[src/shared/tacs_pkg.sv]
// Package of constants shared by the reader and card ends of the link.
package tacs_pkg;
  localparam logic [7:0] TACS_REQ = 8'h26;
  localparam logic [7:0] TACS_SEL_L1 = 8'h93;
  localparam logic [7:0] TACS_SEL_L2 = 8'h95;
  localparam logic [7:0] TACS_SEL_L3 = 8'h97;
  localparam logic [7:0] TACS_NVB_AC = 8'h20;
  localparam logic [7:0] TACS_NVB_SEL = 8'h70;
  localparam logic [7:0] TACS_CT = 8'h88;
  localparam logic [15:0] TACS_CRC_INIT = 16'h6363;
  localparam logic [15:0] TACS_CRC_POLY = 16'h8408;
  localparam logic [1:0] TACS_SIZE_SINGLE = 2'h0;
  localparam logic [1:0] TACS_SIZE_DOUBLE = 2'h1;
  localparam logic [1:0] TACS_SIZE_TRIPLE = 2'h2;
  localparam int TACS_ATQA_B87_LSB = 6;
  localparam int TACS_SAK_CASCADE = 2;
  localparam logic [7:0] TACS_SAK_CASC = 8'h04;
  localparam logic [7:0] TACS_SAK_DONE = 8'h08;
  localparam logic [15:0] TACS_ATQA_BASE = 16'h0004;
  localparam logic [3:0] TACS_CMD_AC_LEN = 4'h2;
  localparam logic [3:0] TACS_CMD_SEL_LEN = 4'h7;
  localparam logic [3:0] TACS_UID_LEN = 4'h5;
  localparam int TACS_CLK_HZ = 40000000;
  localparam int TACS_FDT_NS = 90000;
  localparam int TACS_FDT_CYC = (TACS_FDT_NS * (TACS_CLK_HZ / 1000000)
    + 999) / 1000;
  localparam int TACS_RGT_NS = 7000;
  localparam int TACS_RGT_CYC = (TACS_RGT_NS * (TACS_CLK_HZ / 1000000)
    + 999) / 1000;
  localparam int TACS_TMO_NS = 100000;
  localparam int TACS_TMO_CYC = (TACS_TMO_NS * (TACS_CLK_HZ / 1000000))
    / 1000;
endpackage

[src/shared/tacs_link_if.sv]
// Byte-level stand-in for the air link between reader and card.
`timescale 1ns/1ps
interface tacs_link_if;
  logic [7:0] rd_byte;
  logic rd_valid;
  logic rd_last;
  logic [7:0] cd_byte;
  logic cd_valid;
  logic cd_last;
  logic [15:0] cd_coll;
  modport reader (output rd_byte, output rd_valid, output rd_last,
    input cd_byte, input cd_valid, input cd_last, input cd_coll);
  modport card (input rd_byte, input rd_valid, input rd_last,
    output cd_byte, output cd_valid, output cd_last, output cd_coll);
endinterface

[src/rtl/tacs_reader.sv]
// Reader end: request, cascade anticollision and select sequencer.
`timescale 1ns/1ps
module tacs_reader
  import tacs_pkg::*;
#(
  parameter int FDT_CYC = TACS_FDT_CYC,
  parameter int RGT_CYC = TACS_RGT_CYC,
  parameter int TMO_CYC = TACS_TMO_CYC
) (
  input wire logic clk,
  input wire logic sys_rst,
  tacs_link_if.reader link,
  input wire logic start,
  output logic busy,
  output logic selected,
  output logic failed,
  output logic [79:0] uid,
  output logic [1:0] uid_size,
  output logic [7:0] sak
);
  typedef enum logic [6:0] {
    TACS_IDLE = 7'h01, TACS_WAIT = 7'h02, TACS_SEND = 7'h04,
    TACS_RECV = 7'h08, TACS_CRC = 7'h10, TACS_DONE = 7'h20,
    TACS_FAIL = 7'h40
  } tacs_state_t;
  typedef enum logic [2:0] {
    TACS_PH_REQ = 3'h1, TACS_PH_AC = 3'h2, TACS_PH_SEL = 3'h4
  } tacs_phase_t;

  tacs_state_t state_reg;
  tacs_phase_t phase_reg;
  logic [31:0] timer_reg;
  logic [3:0] idx_reg;
  logic [1:0] level_reg;
  logic [7:0] uidb_reg [0:4];
  logic [15:0] crc_reg;
  logic crc_hi_reg;
  logic [7:0] rx0_reg;

  wire [7:0] sel_code = (level_reg == 2'h0) ? TACS_SEL_L1 :
    (level_reg == 2'h1) ? TACS_SEL_L2 : TACS_SEL_L3;
  wire [3:0] tx_len = (phase_reg == TACS_PH_REQ) ? 4'h1 :
    (phase_reg == TACS_PH_AC) ? TACS_CMD_AC_LEN : TACS_CMD_SEL_LEN;
  wire [7:0] sel_data = (idx_reg == 4'h0) ? sel_code :
    (idx_reg == 4'h1) ? TACS_NVB_SEL : uidb_reg[3'(idx_reg - 4'h2)];
  wire [7:0] tx_data = (phase_reg == TACS_PH_REQ) ? TACS_REQ :
    (phase_reg == TACS_PH_AC) ?
      ((idx_reg == 4'h0) ? sel_code : TACS_NVB_AC) : sel_data;
  wire tx_end = (idx_reg == tx_len - 4'h1);
  wire is_sel = (phase_reg == TACS_PH_SEL);
  wire [7:0] bcc = uidb_reg[0] ^ uidb_reg[1] ^ uidb_reg[2] ^ uidb_reg[3];
  wire bcc_ok = (bcc == link.cd_byte);
  wire [1:0] atqa_size = rx0_reg[TACS_ATQA_B87_LSB +: 2];
  wire sak_casc = link.cd_byte[TACS_SAK_CASCADE];
  wire [2:0] n_lvls = (uid_size == TACS_SIZE_SINGLE) ? 3'h1 :
    (uid_size == TACS_SIZE_DOUBLE) ? 3'h2 : 3'h3;

  function automatic logic [15:0] crc_step(logic [15:0] c, logic [7:0] d);
    logic [15:0] r;
    r = c ^ {8'h00, d};
    for (int i = 0; i < 8; i++) begin
      r = r[0] ? ((r >> 1) ^ TACS_CRC_POLY) : (r >> 1);
    end
    return r;
  endfunction

  wire timer_done = (timer_reg == 32'h0);
  wire [31:0] timer_dec = timer_reg - 32'h1;

  always_ff @(posedge clk or posedge sys_rst) begin
    if (sys_rst) begin
      state_reg <= TACS_IDLE;
      phase_reg <= TACS_PH_REQ;
      timer_reg <= 32'h0;
      idx_reg <= 4'h0;
      level_reg <= 2'h0;
      crc_reg <= TACS_CRC_INIT;
      crc_hi_reg <= 1'b0;
      rx0_reg <= 8'h00;
      for (int i = 0; i < 5; i++) begin
        uidb_reg[i] <= 8'h00;
      end
      link.rd_byte <= 8'h00;
      link.rd_valid <= 1'b0;
      link.rd_last <= 1'b0;
      busy <= 1'b0;
      selected <= 1'b0;
      failed <= 1'b0;
      uid <= 80'h0;
      uid_size <= TACS_SIZE_SINGLE;
      sak <= 8'h00;
    end else begin
      link.rd_valid <= 1'b0;
      link.rd_last <= 1'b0;
      if (!timer_done) begin
        timer_reg <= timer_dec;
      end
      case (state_reg)
        TACS_IDLE: begin
          if (start) begin
            busy <= 1'b1;
            selected <= 1'b0;
            failed <= 1'b0;
            level_reg <= 2'h0;
            phase_reg <= TACS_PH_REQ;
            uid <= 80'h0;
            // The reply delay keeps running, so no request follows a card
            // frame too soon.
            state_reg <= TACS_WAIT;
          end
        end
        TACS_WAIT: begin
          // The wait covers the reply-to-frame delay; the guard between requests
          // comes from the reply timeout loaded after a request, so no frame starts early.
          if (timer_done) begin
            idx_reg <= 4'h0;
            crc_reg <= TACS_CRC_INIT;
            state_reg <= TACS_SEND;
          end
        end
        TACS_SEND: begin
          link.rd_byte <= tx_data;
          link.rd_valid <= 1'b1;
          crc_reg <= crc_step(crc_reg, tx_data);
          idx_reg <= idx_reg + 4'h1;
          if (tx_end) begin
            if (is_sel) begin
              crc_hi_reg <= 1'b0;
              state_reg <= TACS_CRC;
            end else begin
              link.rd_last <= 1'b1;
              idx_reg <= 4'h0;
              timer_reg <= 32'(RGT_CYC + TMO_CYC);
              state_reg <= TACS_RECV;
            end
          end
        end
        TACS_CRC: begin
          link.rd_byte <= crc_hi_reg ? crc_reg[15:8] : crc_reg[7:0];
          link.rd_valid <= 1'b1;
          crc_hi_reg <= 1'b1;
          if (crc_hi_reg) begin
            link.rd_last <= 1'b1;
            idx_reg <= 4'h0;
            timer_reg <= 32'(TMO_CYC);
            state_reg <= TACS_RECV;
          end
        end
        TACS_RECV: begin
          if (link.cd_valid) begin
            idx_reg <= idx_reg + 4'h1;
            if (phase_reg == TACS_PH_REQ) begin
              if (idx_reg == 4'h0) begin
                rx0_reg <= link.cd_byte;
              end
            end else if (phase_reg == TACS_PH_AC) begin
              uidb_reg[idx_reg[2:0]] <= link.cd_byte;
            end else begin
              sak <= link.cd_byte;
            end
            if (link.cd_last) begin
              timer_reg <= 32'(FDT_CYC);
              state_reg <= TACS_WAIT;
              case (phase_reg)
                TACS_PH_REQ: begin
                  // Collided answer bits still lead into the loop.
                  phase_reg <= TACS_PH_AC;
                  uid_size <= (atqa_size == TACS_SIZE_SINGLE) ?
                    TACS_SIZE_SINGLE : (atqa_size == TACS_SIZE_DOUBLE) ?
                    TACS_SIZE_DOUBLE : TACS_SIZE_TRIPLE;
                end
                TACS_PH_AC: begin
                  if (idx_reg == TACS_UID_LEN - 4'h1 && bcc_ok) begin
                    phase_reg <= TACS_PH_SEL;
                  end else begin
                    state_reg <= TACS_FAIL;
                  end
                end
                default: begin
                  uid <= {uid[47:0], uidb_reg[0], uidb_reg[1],
                    uidb_reg[2], uidb_reg[3]};
                  if (!sak_casc) begin
                    state_reg <= TACS_DONE;
                  end else if (3'({1'b0, level_reg}) + 3'h1 < n_lvls) begin
                    level_reg <= level_reg + 2'h1;
                    phase_reg <= TACS_PH_AC;
                  end else begin
                    state_reg <= TACS_FAIL;
                  end
                end
              endcase
            end
          end else if (timer_done) begin
            if (phase_reg == TACS_PH_REQ) begin
              state_reg <= TACS_WAIT;
            end else begin
              state_reg <= TACS_FAIL;
            end
          end
        end
        TACS_DONE: begin
          selected <= 1'b1;
          busy <= 1'b0;
          state_reg <= TACS_IDLE;
        end
        TACS_FAIL: begin
          failed <= 1'b1;
          busy <= 1'b0;
          state_reg <= TACS_IDLE;
        end
        default: begin
          state_reg <= TACS_IDLE;
        end
      endcase
    end
  end
endmodule

[src/flat_wrapper.sv]
// flat-port wrapper written by rule: the top's interface ports become plain ports
module tacs_reader_flat import tacs_pkg::*;
#(
  parameter int FDT_CYC = TACS_FDT_CYC,
  parameter int RGT_CYC = TACS_RGT_CYC,
  parameter int TMO_CYC = TACS_TMO_CYC
)
  (clk, sys_rst, start, busy, selected, failed, uid, uid_size, sak, link_rd_byte, link_rd_valid, link_rd_last, link_cd_byte, link_cd_valid, link_cd_last, link_cd_coll);
  tacs_link_if link_i ();
  input wire logic clk;
  input wire logic sys_rst;
  input wire logic start;
  output logic busy;
  output logic selected;
  output logic failed;
  output logic [79:0] uid;
  output logic [1:0] uid_size;
  output logic [7:0] sak;
  output wire logic [$bits(link_i.rd_byte)-1:0] link_rd_byte;
  output wire logic [$bits(link_i.rd_valid)-1:0] link_rd_valid;
  output wire logic [$bits(link_i.rd_last)-1:0] link_rd_last;
  input wire logic [$bits(link_i.cd_byte)-1:0] link_cd_byte;
  input wire logic [$bits(link_i.cd_valid)-1:0] link_cd_valid;
  input wire logic [$bits(link_i.cd_last)-1:0] link_cd_last;
  input wire logic [$bits(link_i.cd_coll)-1:0] link_cd_coll;
  assign link_rd_byte = link_i.rd_byte;
  assign link_rd_valid = link_i.rd_valid;
  assign link_rd_last = link_i.rd_last;
  assign link_i.cd_byte = link_cd_byte;
  assign link_i.cd_valid = link_cd_valid;
  assign link_i.cd_last = link_cd_last;
  assign link_i.cd_coll = link_cd_coll;
  tacs_reader #(.FDT_CYC(FDT_CYC), .RGT_CYC(RGT_CYC), .TMO_CYC(TMO_CYC)) u_core (.clk(clk), .sys_rst(sys_rst), .link(link_i), .start(start), .busy(busy), .selected(selected), .failed(failed), .uid(uid), .uid_size(uid_size), .sak(sak));
endmodule
[config.mk]
export PLATFORM = sky130hd
export DESIGN_NAME = tacs_reader_flat
export DESIGN_NICKNAME = d
export VERILOG_FILES = /design/src/shared/tacs_pkg.sv /design/src/shared/tacs_link_if.sv /design/src/rtl/tacs_reader.sv /design/src/flat_wrapper.sv
export SDC_FILE = /design/constraint.sdc
export NUM_CORES = 1
export LEC_CHECK = 0
export BUFFER_PORTS_ARGS = -buffer_cell sky130_fd_sc_hd__buf_4
export CAP_MARGIN = 20
export CORE_AREA = 2 2 137 139
export DETAILED_ROUTE_END_ITERATION = 7
export DIE_AREA = 0 0 139 141
export PLACE_DENSITY = 0.82
export SETUP_SLACK_MARGIN = 0.2
export SLEW_MARGIN = 10
export SYNTH_ARGS = -nofsm -noshare
export SYNTH_HDL_FRONTEND = slang
export SYNTH_SLANG_ARGS = --single-unit
[constraint.sdc]
create_clock -name clk -period 11.37 [get_ports clk]
set_input_delay 3.411 -clock clk [delete_from_list [all_inputs] [get_ports clk]]
set_output_delay 3.411 -clock clk [all_outputs]
set_load 0.05 [all_outputs]
## Word level (Yosys, flattened, before mapping)

Index checks and enable logic that the tools add are counted.

- Bits in registers: 216
- Bits of input ports: 29
- Word-level logic and storage cells: 202
- Output and inout port bits: 103

- Order comparisons: 4
- Muxes and demuxes: 91
- Add/sub/neg operators: 6
- Bitwise gates (word level): 16
- Reductions and logical operators: 31
- Equality and inequality tests: 32

Operator list:

| cell | count |
|---|---|
| $mux W80 | 4 |
| $mux W32 | 6 |
| $pmux W80 S2 | 1 |
| $mux W16 | 9 |
| $pmux W32 S3 | 1 |
| $mux W8 | 10 |
| $mux W7 | 11 |
| $bwmux W40 | 1 |
| $pmux W7 S5 | 1 |
| $logic_not A32 Y1 | 1 |
| $pmux W16 S2 | 1 |
| $sub A32 B1 Y32 const B | 1 |
| $bmux W8 S3 | 1 |
| $demux W8 S3 | 1 |
| $mux W3 | 8 |
| $mux W4 | 6 |
| $not A2 Y3 | 8 |
| $xor A8 B8 Y8 | 3 |
| $reduce_and A4 Y1 | 5 |
| $mux W2 | 9 |
| $pmux W4 S4 | 1 |
| $pmux W8 S2 | 1 |
| $xor A16 B8 Y16 | 1 |
| $pmux W7 S2 | 1 |
| 47 further kinds | 88 |

## Longest topological paths before layout

- Word-level depth: 27
- Mapped depth: 11
- Gate-level depth less buffers: 9

## Worst setup path before layout

No wires, ideal clock.

- Kind: input to register
- From: input port link_cd_byte[5]
- To: register u_core.phase_reg[1]
- Buffers on the path: 0
- Data required time: 11.248 ns
- Stages: 6
- Setup slack: 6.363 ns
- Data arrival time: 4.886 ns
- Setup time: 0.122 ns
- Cells stage by stage: xnor2_1 xnor2_1 or4_1 a2111oi_2 o21ai_0 a32o_1

- Longest elaborated chain between the ends: 4

RTL lines:

| what | RTL line | text |
|---|---|---|
| start, declared | flat_wrapper.sv:22 | `input wire logic [$bits(link_i.cd_byte)-1:0] link_cd_byte;` |
| $eq A8 B8 Y1 | tacs_reader.sv:52 | `wire bcc_ok = (bcc == link.cd_byte);` |
| $logic_and A1 B1 Y1 | tacs_reader.sv:173 | `if (idx_reg == TACS_UID_LEN - 4'h1 && bcc_ok) begin` |
| $ne A3 B3 Y1 (no line) | - |  |
| $reduce_and A7 Y1 (no line) | - |  |
| end signal, assigned | tacs_reader.sv:167 | `phase_reg <= TACS_PH_AC;` |
| end signal, assigned | tacs_reader.sv:174 | `phase_reg <= TACS_PH_SEL;` |
| end signal, assigned | tacs_reader.sv:186 | `phase_reg <= TACS_PH_AC;` |
| end, declared | tacs_reader.sv:31 | `tacs_phase_t phase_reg;` |

Every way passes these cells.
A chain may end at the register's enable or synchronous reset.

## Worst setup path after layout

- From: input port start
- To: register u_core.uid[29]

- Longest elaborated chain between the ends: 2

RTL lines:

| what | RTL line | text |
|---|---|---|
| start, declared | flat_wrapper.sv:12 | `input wire logic start;` |
| $ne A2 B2 Y1 (no line) | - |  |
| $reduce_and A5 Y1 (no line) | - |  |
| end signal, assigned | tacs_reader.sv:180 | `uid <= {uid[47:0], uidb_reg[0], uidb_reg[1],` |
| end, declared | tacs_reader.sv:17 | `output logic [79:0] uid,` |

Every way passes these cells.

==> impl_metrics.json <==
{
  "cp_common_cell": "buf_4",
  "multiInputGateArea_mm2": 0.00477,
  "slew_headroom_pct": 27.6,
  "cp_slowest_cell": "nor4_4",
  "ys.flop_type": "dfrtp_1",
  "io-pin-count": 132,
  "worst_pin_slew_ns": 1.09,
  "fin_area_mm2": 0.0121,
  "powerDensity_mw_per_mm2": 146,
  "rsz0062_at_grt": "no",
  "areaGrowthSynthToFinish_pct": 16.7,
  "holdBufCountCts": 0,
  "arrival_ns": 5.29,
  "fin_crit_ns": 4.93,
  "hold_class": "reg -> reg",
  "setup-tns-final_ns": 0,
  "regArea_mm2": 0.00527,
  "synth_nets": 1072,
  "core_mm2": 0.0183,
  "max_cap_violations": 0,
  "num-fill-cells": 1453,
  "ys_ff_latch": 210,
  "clock_path_buffers": 3,
  "grt_max_degree": 139,
  "numCtsBuffers": 22,
  "initial_utilization_pct": 56.7,
  "nNetsFinal": 1166,
  "cts-root-buf": "clkbuf_16",
  "largest_register_ffs": 80,
  "clk_latency_ns": 0.51,
  "antenna_found_initial": 0,
  "cp_max_fo": 108,
  "gp_congestion": 0.899,
  "critPathLaunchType": "input port",
  "tritoncts": "yes",
  "async_flop_share_pct": 100,
  "maxSlewViolCount": 0,
  "holdWs_ns": 0.479,
  "synthesis.area_mm2": 0.0104,
  "p_leak_nw": 5.19,
  "vias": 7798,
  "crit_chain": "buf_4 -> inv_1 -> nor4_4 -> o21ai_4 -> buf_4 -> buf_16 -> nand2_1 -> o21ai_0",
  "num_rows": 50,
  "outcome": "complete, no violations",
  "clkTransAtPathRegs_ns": 0.06,
  "postPlaceCellArea_mm2": 0.0113,
  "max_freq_ghz": 0.203,
  "die-area_mm2": 0.0196,
  "hold_viol": 0,
  "cts_max_level": 1,
  "grt_pass1_wl_um": 38300,
  "synth_edf_count": 0,
  "firstDrtPassIters": 5,
  "period_share_pct": 43.3,
  "dp_hpwl_um": 16200,
  "yosys_warnings": 0,
  "avgSynthCellArea_um2": 10.1,
  "ctsResizeCount": 0,
  "die_w_um": 139,
  "grt_usage_pct": 23.8,
  "post-route-util_pct": 66.2,
  "slowest_delay_ns": 0.82,
  "end_kind": "flip-flop",
  "post_cts_buffers": 0,
  "critPathKind": "in -> reg",
  "gr-total-overflow": 0,
  "synthCells": 1030,
  "drive_above_1_share_pct": 21.2,
  "yosysSeqAreaShare_pct": 50.9,
  "finClkSkew_ns": 0.0279,
  "grt_pass1_vias": 7223,
  "wire_per_inst_um": 17.3,
  "setup_violations": 0,
  "clock_sinks": 210,
  "antenna_cells": 0,
  "wirelength_um": 23700,
  "die_h_um": 141,
  "vdd.ir_drop.worst_uv": 127,
  "io_buffers": 115,
  "ys_types": 75,
  "antenna_left": 0,
  "drc": 0,
  "vias_per_cell": 5.68,
  "required_ns": 11.74,
  "detailedRoute.firstIterationViolations": 683
}
==> worst max-delay path, delay by kind of cell <==
kind	cells	cell delay, ns
AOI/OAI and AO/OA	2	0.19
buffers and inverters	4	0.70
and+or+nand+nor	2	0.95
==> per-layer routing <==
| metal | global-route usage, % | share of wire [%] | vias to the layer above |
|---|---|---|---|
| li1 | - | - | 3734 |
| met1 | 35.6 | 46 | 3825 |
| met2 | 37.0 | 46 | 204 |
| met3 | 3.09 | 4.8 | 35 |
| met4 | 6.49 | 2.4 | 0 |
| met5 | 0 | 0 | - |
==> cells in the mapped netlist, types with 6 or more instances <==
cell      number  area share, %
nor4_1         9           0.54
or3_1         12           0.72
clkbuf_1      29            1.1
xor2_1        28            2.4
inv_1         22           0.80
dfstp_2       10            2.5
o21ai_0       96            4.6
buf_2         17           0.82
a21oi_1       27            1.3
a21o_1         6           0.43
nand2_1      187            6.8
nor2_1        74            2.7
xnor2_1       56            4.7
nor3b_1        7           0.51
mux2_2        48            5.2
dfrtp_1      200             48
a31oi_1        6           0.36
a211oi_1       9           0.65
ha_1          12            1.4
o21ai_1       11           0.53
nor3_1        18           0.87
o22ai_1        7           0.42
nand2b_1       9           0.54
nand3_1        9           0.43
o211ai_1       6           0.43
mux2i_1       31            3.0
==> kinds of logic after synthesis <==
| logic type | synth area share [%] |
|---|---|
| and+or+nand+nor | 16.7 |
| DFF | 50.9 |
| AOI/OAI and AO/OA | 11.5 |
| xor gates and xnor gates | 7.64 |
| muxes | 8.43 |
| buffers and inverters | 3.18 |
| adders and majority gates | 1.64 |
==> per-stage QoR <==
step | power (mW) | std cells | worst slack [ns]
floorplan | 0.999 | 1030 | 2.24
global placement | 1.04 | 1332 | 5.64
detailed placement | 1.05 | 1332 | 5.61
CTS | 1.76 | 1372 | 6.13
global route | 1.83 | 1374 | 6.32
finish | 1.76 | 1374 | 6.44
==> layout make-up <==
cell class / instances / area share (%)
clock buffers: 33 / 5.24
well taps: 234 / 2.42
multi-input cells: 746 / 39.4
inverters: 22 / 0.745
repair buffers: 122 / 7.85
flip-flops and latches: 210 / 43.6
clock inverters: 7 / 0.725
==> cell usage in the layout, fill, tap and decap left out, types with 10 or more instances in the layout <==
cell type  count
dfrtp_1      200
nand2_1      187
buf_4        120
o21ai_0       96
nor2_1        74
xnor2_1       56
mux2_2        48
mux2i_1       31
xor2_1        28
a21oi_1       27
clkbuf_16     23
inv_1         21
nor3_1        18
or3_1         12
ha_1          12
o21ai_1       11
dfstp_2       10
==> report_power, final <==
group,switching [mW],internal [mW],leakage (nW)
sequential,0.0119,0.756,2.74
combinational,0.182,0.0934,2.09
clock,0.287,0.431,0.351
==> worst paths after layout <==
kind	end	depth (start not counted)	slack, ns	startpoint
worst max-delay path	u_core.uid[29]	8	6.44	start
worst min-delay path	u_core.uid[48]	2	0.48	u_core.uid[48]
worst max register to register	u_core.crc_reg[2]	9	7.23	u_core.idx_reg[1]
worst min register to register	u_core.uid[48]	2	0.48	u_core.uid[48]
max in group asynchronous	u_core.uid[21]	4	6.93	sys_rst
min in group asynchronous	u_core.uid[77]	2	3.12	sys_rst
Note: power is estimated with default switching activity, not from simulation.
